<file path="src/ssai_pkg.sv">
// shared constants and types for the spi address-match / irq-enable block
package ssai_pkg;
  // ==========================================================
  // register offsets (byte addresses on the register port)
  localparam logic [7:0] OFS_CTRLA = 8'h00;
  localparam logic [7:0] OFS_CTRLB = 8'h04;
  localparam logic [7:0] OFS_RATE = 8'h0c;
  localparam logic [7:0] OFS_IEN_CLR = 8'h14;
  localparam logic [7:0] OFS_IEN_SET = 8'h16;
  localparam logic [7:0] OFS_FLAGS = 8'h18;
  localparam logic [7:0] OFS_STATUS = 8'h1a;
  localparam logic [7:0] OFS_MATCH = 8'h24;
  localparam logic [7:0] OFS_DATA = 8'h28;
  // ==========================================================
  // field positions
  localparam int CA_ENABLE = 1;
  localparam int CA_MODE_LSB = 2;
  localparam int CA_FORM_LSB = 24;
  localparam int CB_CHAR_LSB = 0;
  localparam int CB_EARLY = 6;
  localparam int CB_WAKE = 9;
  localparam int CB_HWSEL = 13;
  localparam int CB_SCHEME_LSB = 14;
  localparam int CB_RXEN = 17;
  localparam int MV_SECOND_LSB = 16;
  localparam int ST_OVF = 2;
  localparam int IRQ_ERR = 7;
  localparam int IRQ_SEL = 3;
  localparam int IRQ_RXD = 2;
  localparam int IRQ_TXD = 1;
  localparam int IRQ_EMPTY = 0;
  localparam logic [7:0] IEN_IMPL = 8'h8f;
  // ==========================================================
  // codes
  localparam logic [2:0] MODE_SLAVE = 3'h2;
  localparam logic [2:0] MODE_MASTER = 3'h3;
  localparam logic [3:0] FORM_ADDR = 4'h2;
  localparam logic [1:0] SCHEME_MASK = 2'h0;
  localparam logic [1:0] SCHEME_DUAL = 2'h1;
  localparam logic [1:0] SCHEME_RANGE = 2'h2;
  localparam logic [2:0] CHAR_NINE = 3'h1;
  localparam logic [3:0] BITS_EIGHT = 4'h8;
  localparam logic [3:0] BITS_NINE = 4'h9;
  // ==========================================================
  // reset values
  localparam logic [7:0] RATE_RST = 8'h00;
  localparam logic [7:0] IEN_RST = 8'h00;
  localparam logic [2:0] PIN_RST = 3'h1;
  typedef enum logic [2:0] {
    SSAI_IDLE = 3'b001,
    SSAI_SHIFT = 3'b010,
    SSAI_IGNORE = 3'b100
  } ssai_state_t;
endpackage

</file>
<file path="src/ssai_core.sv">
// spi unit: address match, hw select, preload, bit rate and irq enables
// ==========================================================
// Functional notes
// scheme 0: compare address under second-value mask
// scheme 1: accept either of two values
// scheme 2: inclusive range, first is upper
// hw select enable drives select as master
// select fall wakes when detect enabled
// early load of slave shifter when idle
// data write with select high loads shifter
// char width: code 0 eight, 1 nine
// bit rate register, locked while enabled
// clear register ones disable sources
// set register ones enable sources
// zeros leave enables unchanged
// set and clear share enable bits
// reads return current enable bits
// enable bit positions fixed per source
// select fell flag on slave select fall when detect enabled
// rx done while unread, cleared by read
// holding empty until new data written
// error flag on overflow, write-one clears
// irq when any enabled flag set
`timescale 1ns/1ps
`default_nettype none
module ssai_core (
  input wire logic clk,
  input wire logic rst,
  input wire logic [7:0] regAddr,
  input wire logic regWrite,
  input wire logic regRead,
  input wire logic [31:0] regWdata,
  input wire logic regLock,
  output logic [31:0] regRdata,
  input wire logic sckIn,
  output logic sckOut,
  output logic sckOe,
  input wire logic dataIn,
  output logic dataOut,
  output logic dataOe,
  input wire logic selNIn,
  output logic selNOut,
  output logic selNOe,
  output logic wake,
  output logic irq
);
  typedef struct packed {
    logic enable;
    logic [2:0] mode;
    logic [3:0] form;
    logic rxEn;
    logic [1:0] scheme;
    logic hwSel;
    logic wakeEn;
    logic earlyLoad;
    logic [2:0] charSel;
    logic [7:0] rate;
    logic [7:0] inten;
    logic errF;
    logic selF;
    logic txdF;
    logic rxFull;
    logic ovf;
    logic [7:0] matchVal;
    logic [7:0] secondVal;
    logic [8:0] txData;
    logic txFull;
    logic [8:0] rxData;
    logic [8:0] shift;
    logic [3:0] bitCnt;
    logic [7:0] divCnt;
    logic firstChar;
    logic matched;
    ssai_pkg::ssai_state_t state;
    logic sckPrev;
    logic selPrev;
    logic sck;
    logic sckEn;
    logic dOut;
    logic dOe;
    logic selOut;
    logic selOe;
    logic wakeP;
    logic irqL;
    logic [31:0] rdata;
  } ssai_regs_t;

  ssai_regs_t st_q;
  ssai_regs_t st_d;
  logic [2:0] pinF;

  ssai_sync3 #(.W(3), .RST_VAL(ssai_pkg::PIN_RST)) u_sync (
    .clk(clk),
    .rst(rst),
    .d({sckIn, dataIn, selNIn}),
    .q(pinF)
  );

  // ==========================================================
  // helpers
  function automatic logic addrOk(input logic [1:0] sc, input logic [7:0] a,
                                  input logic [7:0] m, input logic [7:0] s);
    case (sc)
      // masked compare
      ssai_pkg::SCHEME_MASK: addrOk = ((a ^ m) & ~s) == 8'h00;
      // dual value
      ssai_pkg::SCHEME_DUAL: addrOk = (a == m) || (a == s);
      // inclusive range
      ssai_pkg::SCHEME_RANGE: addrOk = (a <= m) && (a >= s);
      default: addrOk = 1'b0;
    endcase
  endfunction

  function automatic ssai_regs_t rxPush(input ssai_regs_t s, input logic [8:0] c);
    ssai_regs_t r;
    r = s;
    if (r.rxEn) begin
      // overflow keeps old char, raises error
      if (r.rxFull) begin
        r.ovf = 1'b1;
        r.errF = 1'b1;
      end else begin
        r.rxData = c;
        r.rxFull = 1'b1;
      end
    end
    return r;
  endfunction

  function automatic logic [7:0] flagsOf(input ssai_regs_t s);
    logic [7:0] f;
    f = 8'h00;
    // fixed source positions
    f[ssai_pkg::IRQ_ERR] = s.errF;
    f[ssai_pkg::IRQ_SEL] = s.selF;
    f[ssai_pkg::IRQ_RXD] = s.rxFull;
    f[ssai_pkg::IRQ_TXD] = s.txdF;
    f[ssai_pkg::IRQ_EMPTY] = !s.txFull;
    return f;
  endfunction

  // ==========================================================
  // next state
  always_comb begin
    logic [3:0] nbits;
    logic [8:0] ch;
    logic sckRise;
    logic sckFall;
    logic selFall;
    logic selRise;
    logic isMaster;
    logic isSlave;
    logic nine;
    st_d = st_q;
    // nine only for code 1, others eight
    nine = st_q.charSel == ssai_pkg::CHAR_NINE;
    nbits = nine ? ssai_pkg::BITS_NINE : ssai_pkg::BITS_EIGHT;
    ch = 9'h000;
    sckRise = pinF[2] && !st_q.sckPrev;
    sckFall = !pinF[2] && st_q.sckPrev;
    selFall = !pinF[0] && st_q.selPrev;
    selRise = pinF[0] && !st_q.selPrev;
    isMaster = st_q.enable && (st_q.mode == ssai_pkg::MODE_MASTER);
    isSlave = st_q.enable && (st_q.mode == ssai_pkg::MODE_SLAVE);
    st_d.sckPrev = pinF[2];
    st_d.selPrev = pinF[0];
    st_d.wakeP = 1'b0;
    // ==========================================================
    // register writes; clears come first so hardware sets win
    if (regWrite) begin
      case (regAddr)
        ssai_pkg::OFS_CTRLA: begin
          st_d.enable = regWdata[ssai_pkg::CA_ENABLE];
          if (!st_q.enable) begin
            st_d.mode = regWdata[ssai_pkg::CA_MODE_LSB +: 3];
            st_d.form = regWdata[ssai_pkg::CA_FORM_LSB +: 4];
          end
        end
        ssai_pkg::OFS_CTRLB: begin
          st_d.rxEn = regWdata[ssai_pkg::CB_RXEN];
          if (!st_q.enable) begin
            st_d.scheme = regWdata[ssai_pkg::CB_SCHEME_LSB +: 2];
            st_d.hwSel = regWdata[ssai_pkg::CB_HWSEL];
            st_d.wakeEn = regWdata[ssai_pkg::CB_WAKE];
            st_d.earlyLoad = regWdata[ssai_pkg::CB_EARLY];
            st_d.charSel = regWdata[ssai_pkg::CB_CHAR_LSB +: 3];
          end
        end
        ssai_pkg::OFS_RATE: begin
          // only while disabled and unlocked
          if (!st_q.enable && !regLock) begin
            st_d.rate = regWdata[7:0];
          end
        end
        ssai_pkg::OFS_IEN_CLR: begin
          // ones clear, R12: zeros keep
          if (!regLock) begin
            st_d.inten = st_q.inten & ~(regWdata[7:0] & ssai_pkg::IEN_IMPL);
          end
        end
        ssai_pkg::OFS_IEN_SET: begin
          // ones set, R12: zeros keep
          if (!regLock) begin
            st_d.inten = st_q.inten | (regWdata[7:0] & ssai_pkg::IEN_IMPL);
          end
        end
        ssai_pkg::OFS_FLAGS: begin
          // write one clears error
          if (regWdata[ssai_pkg::IRQ_ERR]) begin
            st_d.errF = 1'b0;
          end
          if (regWdata[ssai_pkg::IRQ_SEL]) begin
            st_d.selF = 1'b0;
          end
          if (regWdata[ssai_pkg::IRQ_TXD]) begin
            st_d.txdF = 1'b0;
          end
        end
        ssai_pkg::OFS_STATUS: begin
          if (regWdata[ssai_pkg::ST_OVF]) begin
            st_d.ovf = 1'b0;
          end
        end
        ssai_pkg::OFS_MATCH: begin
          if (!st_q.enable) begin
            st_d.matchVal = regWdata[7:0];
            st_d.secondVal = regWdata[ssai_pkg::MV_SECOND_LSB +: 8];
          end
        end
        ssai_pkg::OFS_DATA: begin
          // new data fills the holding register, or the shifter on an early load
          st_d.txdF = 1'b0;
          // early load when slave is idle
          // select high moves data straight in
          if (isSlave && st_q.earlyLoad && pinF[0] && st_q.state == ssai_pkg::SSAI_IDLE) begin
            st_d.shift = regWdata[8:0];
            st_d.dOut = nine ? regWdata[8] : regWdata[7];
            st_d.txFull = 1'b0;
          end else begin
            st_d.txData = regWdata[8:0];
            st_d.txFull = 1'b1;
          end
        end
        default: begin
        end
      endcase
    end
    // data read drains the receive buffer
    if (regRead && regAddr == ssai_pkg::OFS_DATA) begin
      st_d.rxFull = 1'b0;
    end
    // disabled receiver flushes
    if (!st_d.rxEn) begin
      st_d.rxFull = 1'b0;
      st_d.ovf = 1'b0;
    end
    // ==========================================================
    // serial engine
    if (!st_q.enable) begin
      st_d.state = ssai_pkg::SSAI_IDLE;
      st_d.sck = 1'b0;
      st_d.selOut = 1'b1;
    end else if (isSlave) begin
      if (selFall) begin
        // wake on select fall
        // flag the fall
        if (st_q.wakeEn) begin
          st_d.wakeP = 1'b1;
          st_d.selF = 1'b1;
        end
        st_d.state = ssai_pkg::SSAI_SHIFT;
        st_d.bitCnt = 4'h0;
        st_d.firstChar = st_q.form == ssai_pkg::FORM_ADDR;
        st_d.matched = st_q.form != ssai_pkg::FORM_ADDR;
        if (st_d.txFull) begin
          st_d.shift = st_d.txData;
          st_d.txFull = 1'b0;
          st_d.dOut = nine ? st_d.txData[8] : st_d.txData[7];
        end
      end else if (selRise) begin
        // only a matched transaction completes
        if (st_q.matched && st_q.state != ssai_pkg::SSAI_IDLE) begin
          st_d.txdF = 1'b1;
        end
        st_d.state = ssai_pkg::SSAI_IDLE;
      end else if (st_q.state == ssai_pkg::SSAI_SHIFT && sckRise) begin
        st_d.shift = {st_q.shift[7:0], pinF[1]};
        st_d.bitCnt = st_q.bitCnt + 4'h1;
        if (st_d.bitCnt == nbits) begin
          st_d.bitCnt = 4'h0;
          ch = nine ? st_d.shift : {1'b0, st_d.shift[7:0]};
          st_d.firstChar = 1'b0;
          if (st_q.firstChar && !addrOk(st_q.scheme, ch[7:0], st_q.matchVal, st_q.secondVal)) begin
            st_d.state = ssai_pkg::SSAI_IGNORE;
          end else begin
            st_d.matched = 1'b1;
            st_d = rxPush(st_d, ch);
            if (st_d.txFull) begin
              st_d.shift = st_d.txData;
              st_d.txFull = 1'b0;
            end
          end
        end
      end else if (st_q.state == ssai_pkg::SSAI_SHIFT && sckFall) begin
        st_d.dOut = nine ? st_q.shift[8] : st_q.shift[7];
      end
    end else if (isMaster) begin
      if (st_q.state == ssai_pkg::SSAI_IDLE) begin
        st_d.sck = 1'b0;
        if (st_d.txFull) begin
          st_d.shift = st_d.txData;
          st_d.txFull = 1'b0;
          st_d.dOut = nine ? st_d.txData[8] : st_d.txData[7];
          st_d.state = ssai_pkg::SSAI_SHIFT;
          st_d.bitCnt = 4'h0;
          st_d.divCnt = 8'h00;
          // select driven low for the transfer
          st_d.selOut = 1'b0;
        end else begin
          st_d.selOut = 1'b1;
        end
      end else if (st_q.divCnt != st_q.rate) begin
        // rate sets the half-period length
        st_d.divCnt = st_q.divCnt + 8'h01;
      end else begin
        st_d.divCnt = 8'h00;
        st_d.sck = !st_q.sck;
        if (!st_q.sck) begin
          st_d.shift = {st_q.shift[7:0], dataIn_sampled(pinF)};
          st_d.bitCnt = st_q.bitCnt + 4'h1;
        end else if (st_q.bitCnt == nbits) begin
          ch = nine ? st_q.shift : {1'b0, st_q.shift[7:0]};
          st_d = rxPush(st_d, ch);
          st_d.bitCnt = 4'h0;
          if (st_d.txFull) begin
            st_d.shift = st_d.txData;
            st_d.txFull = 1'b0;
            st_d.dOut = nine ? st_d.txData[8] : st_d.txData[7];
          end else begin
            st_d.state = ssai_pkg::SSAI_IDLE;
            st_d.txdF = 1'b1;
            st_d.selOut = 1'b1;
          end
        end else begin
          st_d.dOut = nine ? st_q.shift[8] : st_q.shift[7];
        end
      end
    end
    st_d.sckEn = isMaster;
    st_d.dOe = isMaster || (isSlave && !pinF[0]);
    // hardware select only when enabled
    st_d.selOe = isMaster && st_q.hwSel;
    // ==========================================================
    // read mux, answered one edge after the strobe
    if (regRead) begin
      case (regAddr)
        ssai_pkg::OFS_CTRLA: st_d.rdata = {4'h0, st_q.form, 16'h0000, 3'h0,
                                           st_q.mode, st_q.enable, 1'b0};
        ssai_pkg::OFS_CTRLB: st_d.rdata = {14'h0000, st_q.rxEn, 1'b0, st_q.scheme,
                                           st_q.hwSel, 3'h0, st_q.wakeEn, 2'h0,
                                           st_q.earlyLoad, 3'h0, st_q.charSel};
        ssai_pkg::OFS_RATE: st_d.rdata = {24'h000000, st_q.rate};
        // both addresses show one enable set
        // enabled sources read as one
        ssai_pkg::OFS_IEN_CLR: st_d.rdata = {24'h000000, st_q.inten};
        ssai_pkg::OFS_IEN_SET: st_d.rdata = {24'h000000, st_q.inten};
        ssai_pkg::OFS_FLAGS: st_d.rdata = {24'h000000, flagsOf(st_q)};
        ssai_pkg::OFS_STATUS: st_d.rdata = {29'h00000000, st_q.ovf, 2'h0};
        ssai_pkg::OFS_MATCH: st_d.rdata = {8'h00, st_q.secondVal, 8'h00, st_q.matchVal};
        ssai_pkg::OFS_DATA: st_d.rdata = {23'h000000, st_q.rxData};
        default: st_d.rdata = 32'h00000000;
      endcase
    end
    // any enabled flag raises the request
    st_d.irqL = |(flagsOf(st_d) & st_d.inten);
  end

  function automatic logic dataIn_sampled(input logic [2:0] p);
    return p[1];
  endfunction

  // ==========================================================
  // state register
  always_ff @(posedge clk or posedge rst) begin
    if (rst) begin
      st_q <= '0;
      st_q.rate <= ssai_pkg::RATE_RST;
      st_q.inten <= ssai_pkg::IEN_RST;
      st_q.state <= ssai_pkg::SSAI_IDLE;
      st_q.sckPrev <= 1'b0;
      st_q.selPrev <= 1'b1;
      st_q.selOut <= 1'b1;
    end else begin
      st_q <= st_d;
    end
  end

  assign regRdata = st_q.rdata;
  assign sckOut = st_q.sck;
  assign sckOe = st_q.sckEn;
  assign dataOut = st_q.dOut;
  assign dataOe = st_q.dOe;
  assign selNOut = st_q.selOut;
  assign selNOe = st_q.selOe;
  assign wake = st_q.wakeP;
  assign irq = st_q.irqL;
endmodule
`default_nettype wire

</file>
<file path="src/ssai_sync3.sv">
// three-stage pin synchroniser with agreement filter
`timescale 1ns/1ps
`default_nettype none
module ssai_sync3 #(
  parameter int W = 3,
  parameter logic [W-1:0] RST_VAL = '0
) (
  input wire logic clk,
  input wire logic rst,
  input wire logic [W-1:0] d,
  output logic [W-1:0] q
);
  logic [W-1:0] s1_q;
  logic [W-1:0] s2_q;
  logic [W-1:0] s3_q;
  // ==========================================================
  // stage one feeds stage two only; output moves when two and three agree
  always_ff @(posedge clk or posedge rst) begin
    if (rst) begin
      s1_q <= RST_VAL;
      s2_q <= RST_VAL;
      s3_q <= RST_VAL;
      q <= RST_VAL;
    end else begin
      s1_q <= d;
      s2_q <= s1_q;
      s3_q <= s2_q;
      for (int i = 0; i < W; i++) begin
        if (s2_q[i] == s3_q[i]) begin
          q[i] <= s2_q[i];
        end
      end
    end
  end
endmodule
`default_nettype wire

</file>
<file path="config.mk">
export PLATFORM = sky130hd
export DESIGN_NAME = ssai_core
export DESIGN_NICKNAME = d
export VERILOG_FILES = /design/src/ssai_pkg.sv /design/src/ssai_core.sv /design/src/ssai_sync3.sv
export SDC_FILE = /design/constraint.sdc
export NUM_CORES = 1
export LEC_CHECK = 0
export BUFFER_PORTS_ARGS = -buffer_cell sky130_fd_sc_hd__clkbuf_2
export CAP_MARGIN = 20
export CELL_PAD_IN_SITES_DETAIL_PLACEMENT = 1
export CELL_PAD_IN_SITES_GLOBAL_PLACEMENT = 1
export CORE_UTILIZATION = 43
export DETAILED_ROUTE_END_ITERATION = 7
export GPL_TIMING_DRIVEN = 0
export MAX_ROUTING_LAYER = met4
export PLACE_DENSITY_LB_ADDON = 0.1
export SETUP_SLACK_MARGIN = 0.5
export SYNTH_ARGS = -nofsm -noshare
export SYNTH_HDL_FRONTEND = slang
export SYNTH_SLANG_ARGS = --single-unit
</file>
<file path="constraint.sdc">
create_clock -name clk -period 6.3 [get_ports clk]
set_input_delay 1.26 -clock clk [delete_from_list [all_inputs] [get_ports clk]]
set_output_delay 1.26 -clock clk [all_outputs]
set_load 0.01 [all_outputs]
</file>
Word level (Yosys, flattened, before mapping)
Cells that the tools add are included.

Bits in registers: 153. Logic and storage cells: 283. Input bits: 48. Output and inout port bits: 40.

Mux-type cells: 124. Equal/unequal tests: 59. Bitwise logic cells: 7. Reductions and logical operators: 45. Add/sub/neg operators: 2. $lt $le $gt $ge: 2.

Operators by type and width (count): $mux 141 (3); $pmux 28 s8 (1); $mux 103 (2); $mux 9 (15); $mux 63 (2); $mux 108 (1); $mux 96 (1); $mux 86 (1); $mux 73 (1); $mux 36 (2); $mux 35 (2); $mux 70 (1); $mux 34 (2); $mux 8 (8); $mux 60 (1); $mux 55 (1); $mux 47 (1); $mux 1 (46); $mux 21 (2); $mux 42 (1); $mux 37 (1); $mux 33 (1); $eq 8x5->1 const B (4); $mux 16 (2); other kinds (58) (137).

Logic depth before layout (Yosys ltp)
Gate-level depths: netlist of the first run.

Depth in word-level cells: 25. Gate-level depth with buffers: 11. Gate-level depth less buffers: 9.

By module
From an unflattened synthesis of the first run, not the netlist that was laid out.

Cell total of the unflattened synthesis: 816. Area, all modules: 8166.6 um2.

By module, submodules not included: ssai_core (area an instance 7823.8 um2, sequential area each 3281.9 um2, cells an instance 800, times used 1); ssai_sync3 (area an instance 342.8 um2, sequential area each 305.3 um2, cells an instance 16, times used 1).

Worst setup path before layout of the first run
OpenSTA, ideal clock, no wires.

Path kind: in2reg. Start: input regAddr[3]. End: register st_q[44] (netlist bit). Data required time: 6.175 ns. Setup time: 0.125 ns. Stages: 9. Arrival time: 3.013 ns. Path slack: 3.163 ns. Buffers on the path: 2. Cell sequence: buf_2 nor2b_1 and4_1 buf_4 mux2_4 nand2_1 o2111ai_1 nand3_1 mux2_2.

Longest elaborated chain between the ends: 5. Elaborated cells on any way between the ends: 6. Classes of those cells: 3 x eq/ne; 2 x mux; 1 x reduce/logical.

Ends and longest elaborated chain: start, declared (RTL line ssai_core.sv:29) `input wire logic [7:0] regAddr,`; $eq 8x6->1 * (RTL line ssai_core.sv:171) `case (regAddr)`; $mux 10 * (RTL line ssai_core.sv:171); $mux 27 * (RTL line ssai_core.sv:170) `if (regWrite) begin`; $ne 4x3->1 (no line) or $ne 4x4->1 (tied branches); $reduce_and 9->1 (no line) *; end signal, assigned (RTL line ssai_core.sv:394) `st_q <= st_d;`; end, declared (RTL line ssai_core.sv:88) `ssai_regs_t st_q;`.

Every way passes the cells marked *; elsewhere a longest branch is shown, timed or not. A chain may end at the register's enable or synchronous reset.

==> results.yml, run 1 <==
route:
  remaining_drc_errors: 0
  viasPerCell: 6.01
  drt-initial-drc-count: 402
  first_pass_drt_iterations: 5
  route.final.wire_length_um: 25900
  dr_total_vias: 6796
  post_drt_wl_per_cell_um: 22.9
  final_antenna_net_count: 0
yosys:
  synth.yosys.warnings: 0
  postSynthCellCount: 791
  synth_largest_area_cell: "sky130_fd_sc_hd__dfrtp_1"
  number_of_synthesized_register_bits: 143
  yosys_most_used_dff: "sky130_fd_sc_hd__dfrtp_1"
  synth_area_leaders: "sky130_fd_sc_hd__dfrtp_1 (42%), sky130_fd_sc_hd__mux2_2 (7.7%), sky130_fd_sc_hd__buf_4 (3.0%)"
  synth_seq_area_share_pct: 44.1
  syn_avg_cell_area_um2: 10.3
  synthArstFlopShare_pct: 100
  synthesis.area_um2: 8140
  synth.distinct_cells: 91
  synth_top_cell_area_share_pct: 41.8
  synth-edff-count: 0
floorplanning:
  ios: 88
  fp.dieH_um: 140
  initial_core_util_pct: 44.6
  total_core_area_um2: 18300
  placement_rows: 49
  dieWidth_um: 140
  fp.dieArea_um2: 19500
sta:
  hold-worst-slack_ns: 0.358
  final_critical_path_setup_slack_ns: 2.87
  finalWorstPathRequiredPeriod_ns: 3.43
  number_of_slew_limit_violations_in_the_final_report: 0
  worst_slew_margin_rel_pct: 39.3
  finalHoldViolations: 0
  grt_setup_unrepaired: "false"
  timing.final.crit_share_pct: 54.5
  timing_worst_slew_pin_value_ns: 0.898
  finalClockSkew_ns: 0.00654
  setup_viol_count_final: 0
  achievable_frequency_mhz: 291
global_route:
  globalRouteOverflowTotal: 0
  grt_first_pass_wirelength_um: 41100
  first_global_vias: 7165
  grt_use_total_pct: 28.8
  grt_antenna_before_repair: 1
  maximum_number_of_pins_on_one_net_before_global_route_repair: 79
min_path:
  hold_path_class: "register to register"
critical_path:
  start_kind: "input pin"
  crit_fanout: 4
  timing.critical_path.required_ns: 6.58
  crit_path_end_kind: "register"
  worst-setup-path-type: "input pin to register"
  timing.critical_path.arrival_ns: 3.71
final_layout:
  fin_cells: 1131
  final_nets: 955
  layout.cells.most_common_list: "sky130_fd_sc_hd__dfrtp_1 (136), sky130_fd_sc_hd__clkbuf_2 (70), sky130_fd_sc_hd__nand2_1 (60), sky130_fd_sc_hd__mux2_2 (56), sky130_fd_sc_hd__nor2_1 (46)"
  n_antenna_cell: 0
  flow.area_growth_from_synthesis_pct: 16.2
  layout-drive-gt1-share_pct: 27.8
  final_common_cell: "sky130_fd_sc_hd__dfrtp_1"
clock_network:
  cts_root_buffer: "sky130_fd_sc_hd__clkbuf_16"
  cts.repair_timing.setup_buffer_count: 0
  cts_num_sinks: 143
  clock_tree_from_tritoncts: "yes"
  cts-hold-fix-buffers: 0
  cts-htree-levels: 4
  clk_latency_ns: 0.43
  cts.reportedPaths.clkPinSlew_ns: 0.06
  cts_made_buffers: 17
  cts-resized-gates: 0
  clock_tree.buffer_depth: 2
pwr:
  swShare_pct: 28.1
  seqPwrFrac_pct: 42.9
  power.density_nw_per_um2: 254
  switchingPower_uw: 673
  cell_internal_pwr_uw: 1730
  leakage_uw: 0.00427
  vdd_ir_drop_max_mv: 0.187
  clock_power_share_pct: 43.7
  pwr-share-comb_pct: 13.4
run_status:
  outcome: "finished clean"
place:
  pre_cts_slack_ns: 2.48
  dp.final_hpwl_um: 19000
  placed_cells: 1098
  gp_congestion: 0.973
  number_of_port_buffers: 70
job:
  max_cap_violations: 0
## kinds of logic after synthesis
logic type / Yosys count / synth area share, %
other: 1 / 0.0461
AND/OR/NAND/NOR: 228 / 15.5
multiplexers: 89 / 12.7
buffers and inverters: 99 / 6.38
AO/OA/AOI/OAI: 200 / 17.2
XOR/XNOR: 10 / 1.08
adder cells (fa/ha/maj): 21 / 3.14
flip-flops: 143 / 44.1
## power by group through the flow
stage	sequential, uW	clock [uW]	combinational (uW)
after floorplan	1010	0	222
after global placement	1040	0	295
after detailed placement	1040	0	313
after CTS	1020	1070	319
after global routing	1030	1100	358
final	1030	1050	321
## stage by stage
stage / area, um2 / setup TNS (ns) / total power, uW / utilization, %
finish: 9460 / 0 / 2400 / 51.8
CTS: 9450 / 0 / 2410 / 51.7
floorplan: 8160 / 0 / 1230 / -
global placement: 8800 / -48.30 / 1330 / 48.2
global route: 9460 / 0 / 2490 / 51.8
detailed placement: 8840 / 0 / 1350 / 48.4
## cells in the mapped netlist (all sizes together) (11+ instances only)
cell	instances
a21oi	35
a22o	23
buf	45
clkbuf	13
dfrtp	136
ha	18
inv	41
mux2	68
mux2i	21
nand2	61
nand3	13
nand4	11
nor2	49
nor2b	11
nor3	14
o211ai	13
o21ai	46
o22ai	13
## critical path, cell delays in order
cell                        delay, ns
sky130_fd_sc_hd__clkbuf_2        0.11
sky130_fd_sc_hd__or3_1           0.43
sky130_fd_sc_hd__o41ai_1         0.69
sky130_fd_sc_hd__o22ai_1         0.18
sky130_fd_sc_hd__a21o_1          0.22
sky130_fd_sc_hd__and2_0          0.14
sky130_fd_sc_hd__a2111oi_0       0.47
sky130_fd_sc_hd__o211ai_1        0.19
## registers in the layout (all words and copies together) (netlist names)
signal       count
dataOe           1
dataOut          1
irq              1
regRdata        25
sckOe            1
sckOut           1
selNOe           1
selNOut          1
st_q            98
u_sync.q         3
u_sync.s1_q      3
u_sync.s2_q      3
u_sync.s3_q      3
wake             1
## worst paths after layout
check                          startpoint             end  slack, ns  cells past startpoint
setup / recovery               regAddr[0]             irq       2.87                      8
max in group asynchronous             rst        st_q[83]       4.56                      3
min in group asynchronous             rst    regRdata[17]       0.95                      2
hold / removal             u_sync.s1_q[0]  u_sync.s2_q[0]       0.36                      0
setup reg to reg              u_sync.q[1]             irq       3.02                     10
hold reg to reg            u_sync.s1_q[0]  u_sync.s2_q[0]       0.36                      0
## area by class of cell
cell class,count,area (um2)
clock buffer,22,484
buffer,58,365
tap,229,287
fill,2070,8810
sequential,143,3590
inverter,41,159
timing repair buffer,73,393
clock inverter,10,126
multi-input combinational,555,4060
## metal layers
layer / GRT usage [%] / vias to the layer above / part of all wire [%]
met5: - / - / 0
met4: 12.2 / 0 / 2.9
met3: 4.71 / 46 / 4.7
met2: 45.8 / 216 / 48
met1: 36.4 / 3450 / 44
li1: - / 3084 / -
Power figures use the tool's default switching activity.
==> inputs of run 2 (changes only) <==
- CORE_UTILIZATION: 43 -> 42
- clock period: 6.3 -> 3 ns (I/O delays scaled with it)
==> run 2 against run 1 <==
  * Total power grew 120%
  * Die area up 2.3%
  * Worst hold slack got worse by 0.11 ns
==> results.yml, run 2 (same netlist as run 1, synthesis figures left out) <==
place:
  placedInstanceArea_um2: 8910
  dp.final_hpwl_um: 20400
  gp_congestion: 0.907
  number_of_port_buffers: 70
route:
  route.final.wire_length_um: 28900
  drt-initial-drc-count: 606
  post_drt_wl_per_cell_um: 23.9
  dr_total_vias: 7108
  first_pass_drt_iterations: 6
  remaining_drc_errors: 0
  viasPerCell: 5.87
  final_antenna_net_count: 0
clock_network:
  clock_tree.buffer_depth: 2
  clk_latency_ns: 0.43
  cts.reportedPaths.clkPinSlew_ns: 0.07
  cts-htree-levels: 4
  cts_num_sinks: 143
  cts_made_buffers: 17
  cts_root_buffer: "sky130_fd_sc_hd__clkbuf_16"
  clock_tree_from_tritoncts: "yes"
floorplanning:
  initial_core_util_pct: 43.2
  total_core_area_um2: 18800
  ios: 88
  fp.dieH_um: 141
  dieWidth_um: 141
  placement_rows: 50
  fp.dieArea_um2: 19900
sta:
  finalWorstPathRequiredPeriod_ns: 2.81
  timing_worst_slew_pin_value_ns: 0.803
  achievable_frequency_mhz: 355
  number_of_slew_limit_violations_in_the_final_report: 0
  setup_viol_count_final: 0
  timing.final.crit_share_pct: 93.8
  worst_slew_margin_rel_pct: 46.4
  finalClockSkew_ns: 0.0102
  finalHoldViolations: 0
  grt_setup_unrepaired: "true"
  totalNegativeSetupSlack_ns: 0
final_layout:
  cell_area_after_layout_um2: 10400
  layout.cells.most_common_list: "sky130_fd_sc_hd__dfrtp_1 (123), sky130_fd_sc_hd__clkbuf_2 (72), sky130_fd_sc_hd__buf_4 (71), sky130_fd_sc_hd__nand2_1 (60), sky130_fd_sc_hd__mux2_2 (54)"
  final_nets: 1003
  largest_register_ffs: 98
  layout-drive-gt1-share_pct: 38.4
  top_register: "st_q"
  filler_cell_count: 2064
  n_antenna_cell: 0
  final_common_cell: "sky130_fd_sc_hd__dfrtp_1"
  flow.area_growth_from_synthesis_pct: 27.6
  finish.utilization_pct: 55.2
run_status:
  outcome: "finished clean"
pwr:
  vdd_ir_drop_max_mv: 0.391
  pwr-share-comb_pct: 16.6
  cell_internal_pwr_uw: 3850
  leakage_uw: 0.00464
  switchingPower_uw: 1520
  seqPwrFrac_pct: 39.9
  clock_power_share_pct: 43.5
  power.density_nw_per_um2: 517
  swShare_pct: 28.3
global_route:
  grt_antenna_before_repair: 1
  globalRouteOverflowTotal: 0
  maximum_number_of_pins_on_one_net_before_global_route_repair: 43
  first_global_vias: 7488
  grt_first_pass_wirelength_um: 45000
  grt_use_total_pct: 31.3
critical_path:
  worstReg2RegStart: "u_sync.q[1]"
  timing.critical_path.arrival_ns: 3.13
  worst-setup-path-type: "register to register"
  flop2flop_setup_slack_ns: 0.19
  crit_fanout: 7
  start_kind: "register"
  crit_path_end_kind: "register"
  worstRegToRegCells: 12
  rr_endpoint: "st_q[45]"
  timing.critical_path.required_ns: 3.31
min_path:
  hold-path-endpoint: "u_sync.s1_q[0]"
  whs_path_depth: 1
  hold_path_startpoint: "selNIn"
  hold_path_class: "input pin to register"
job:
  max_cap_violations: 0
-- run 2: cell types whose count changed in the layout (fill, tap and decap cells not counted), sizes merged --
cell | previous run | this run
buf | 47 | 96
clkinvlp | 3 | 2
clkbuf | 106 | 101
clkinv | 2 | 5
bufinv | 2 | 4
-- run 2: timing repair --
item                       4_1_cts  5_1_grt
resized for setup               60       47
cloned                           1        1
setup endpoints to repair       40       45
pin swaps                       16       27
setup buffers                   32       13
hold buffers                     0        0
-- run 2: power groups by stage --
stage | Clock, uW | Sequential (uW) | Combinational, uW
2_1_floorplan | 0 | 2120 | 466
3_3_place_gp | 0 | 2190 | 629
3_5_place_dp | 0 | 2190 | 661
4_1_cts | 2380 | 2130 | 828
5_1_grt | 2440 | 2150 | 970
6_report | 2330 | 2150 | 891
-- run 2: final cells by class --
type | instances | area, um2 | share of cell area [%]
plain buffers | 58 | 375 | 3.61
well taps | 260 | 325 | 3.13
flip-flops and latches | 143 | 3600 | 34.7
repair buffers | 121 | 811 | 7.81
clock buffers | 18 | 439 | 4.23
clock inverters | 14 | 205 | 1.98
multi-input cells | 555 | 4470 | 43.0
inverters | 41 | 158 | 1.52
-- run 2: metrics by stage --
step | hold WS, ns | cells | power, uW | worst slack (ns)
floorplan | 0.331 | 797 | 2590 | 0.481
global placement | 0.333 | 1127 | 2820 | -0.293
detailed placement | 0.337 | 1131 | 2850 | -0.271
CTS | 0.230 | 1196 | 5340 | 0.323
global route | 0.242 | 1210 | 5560 | 0.0412
finish | 0.245 | 1210 | 5370 | 0.186
-- run 2: critical path, stage by stage (launching register included) --
cell	delay [ns]
sky130_fd_sc_hd__dfrtp_1	0.38
sky130_fd_sc_hd__inv_2	0.08
sky130_fd_sc_hd__ha_4	0.28
sky130_fd_sc_hd__buf_6	0.08
sky130_fd_sc_hd__nand4_1	0.18
sky130_fd_sc_hd__o22ai_2	0.25
sky130_fd_sc_hd__nand3b_1	0.16
sky130_fd_sc_hd__and3_1	0.20
sky130_fd_sc_hd__buf_6	0.14
sky130_fd_sc_hd__a2111oi_4	0.40
sky130_fd_sc_hd__buf_6	0.19
sky130_fd_sc_hd__nor2_4	0.04
sky130_fd_sc_hd__mux2_4	0.30
-- run 2: worst max path at each step --
| stage | end | cells past startpoint | slack (ns) | start |
|---|---|---|---|---|
| finish | st_q[45] | 12 | 0.19 | u_sync.q[1] |
| floorplan | st_q[45] | 9 | 0.48 | st_q[63] |
| detailed placement | st_q[62] | 7 | -0.27 | st_q[126] |
| global placement | st_q[49] | 2 | -0.29 | rst |
| CTS | st_q[45] | 10 | 0.32 | st_q[62] |
| global route | st_q[73] | 13 | 0.04 | u_sync.q[1] |
-- run 2: metal layers --
metal | up-vias | routed length (um) | share of wire [%] | GRT usage, %
met5 | - | 0 | 0 | -
met4 | 0 | 828 | 2.9 | 10.5
met3 | 56 | 1210 | 4.2 | 4.25
met2 | 204 | 14500 | 50 | 53.2
met1 | 3673 | 12400 | 43 | 38.2
li1 | 3175 | - | - | -
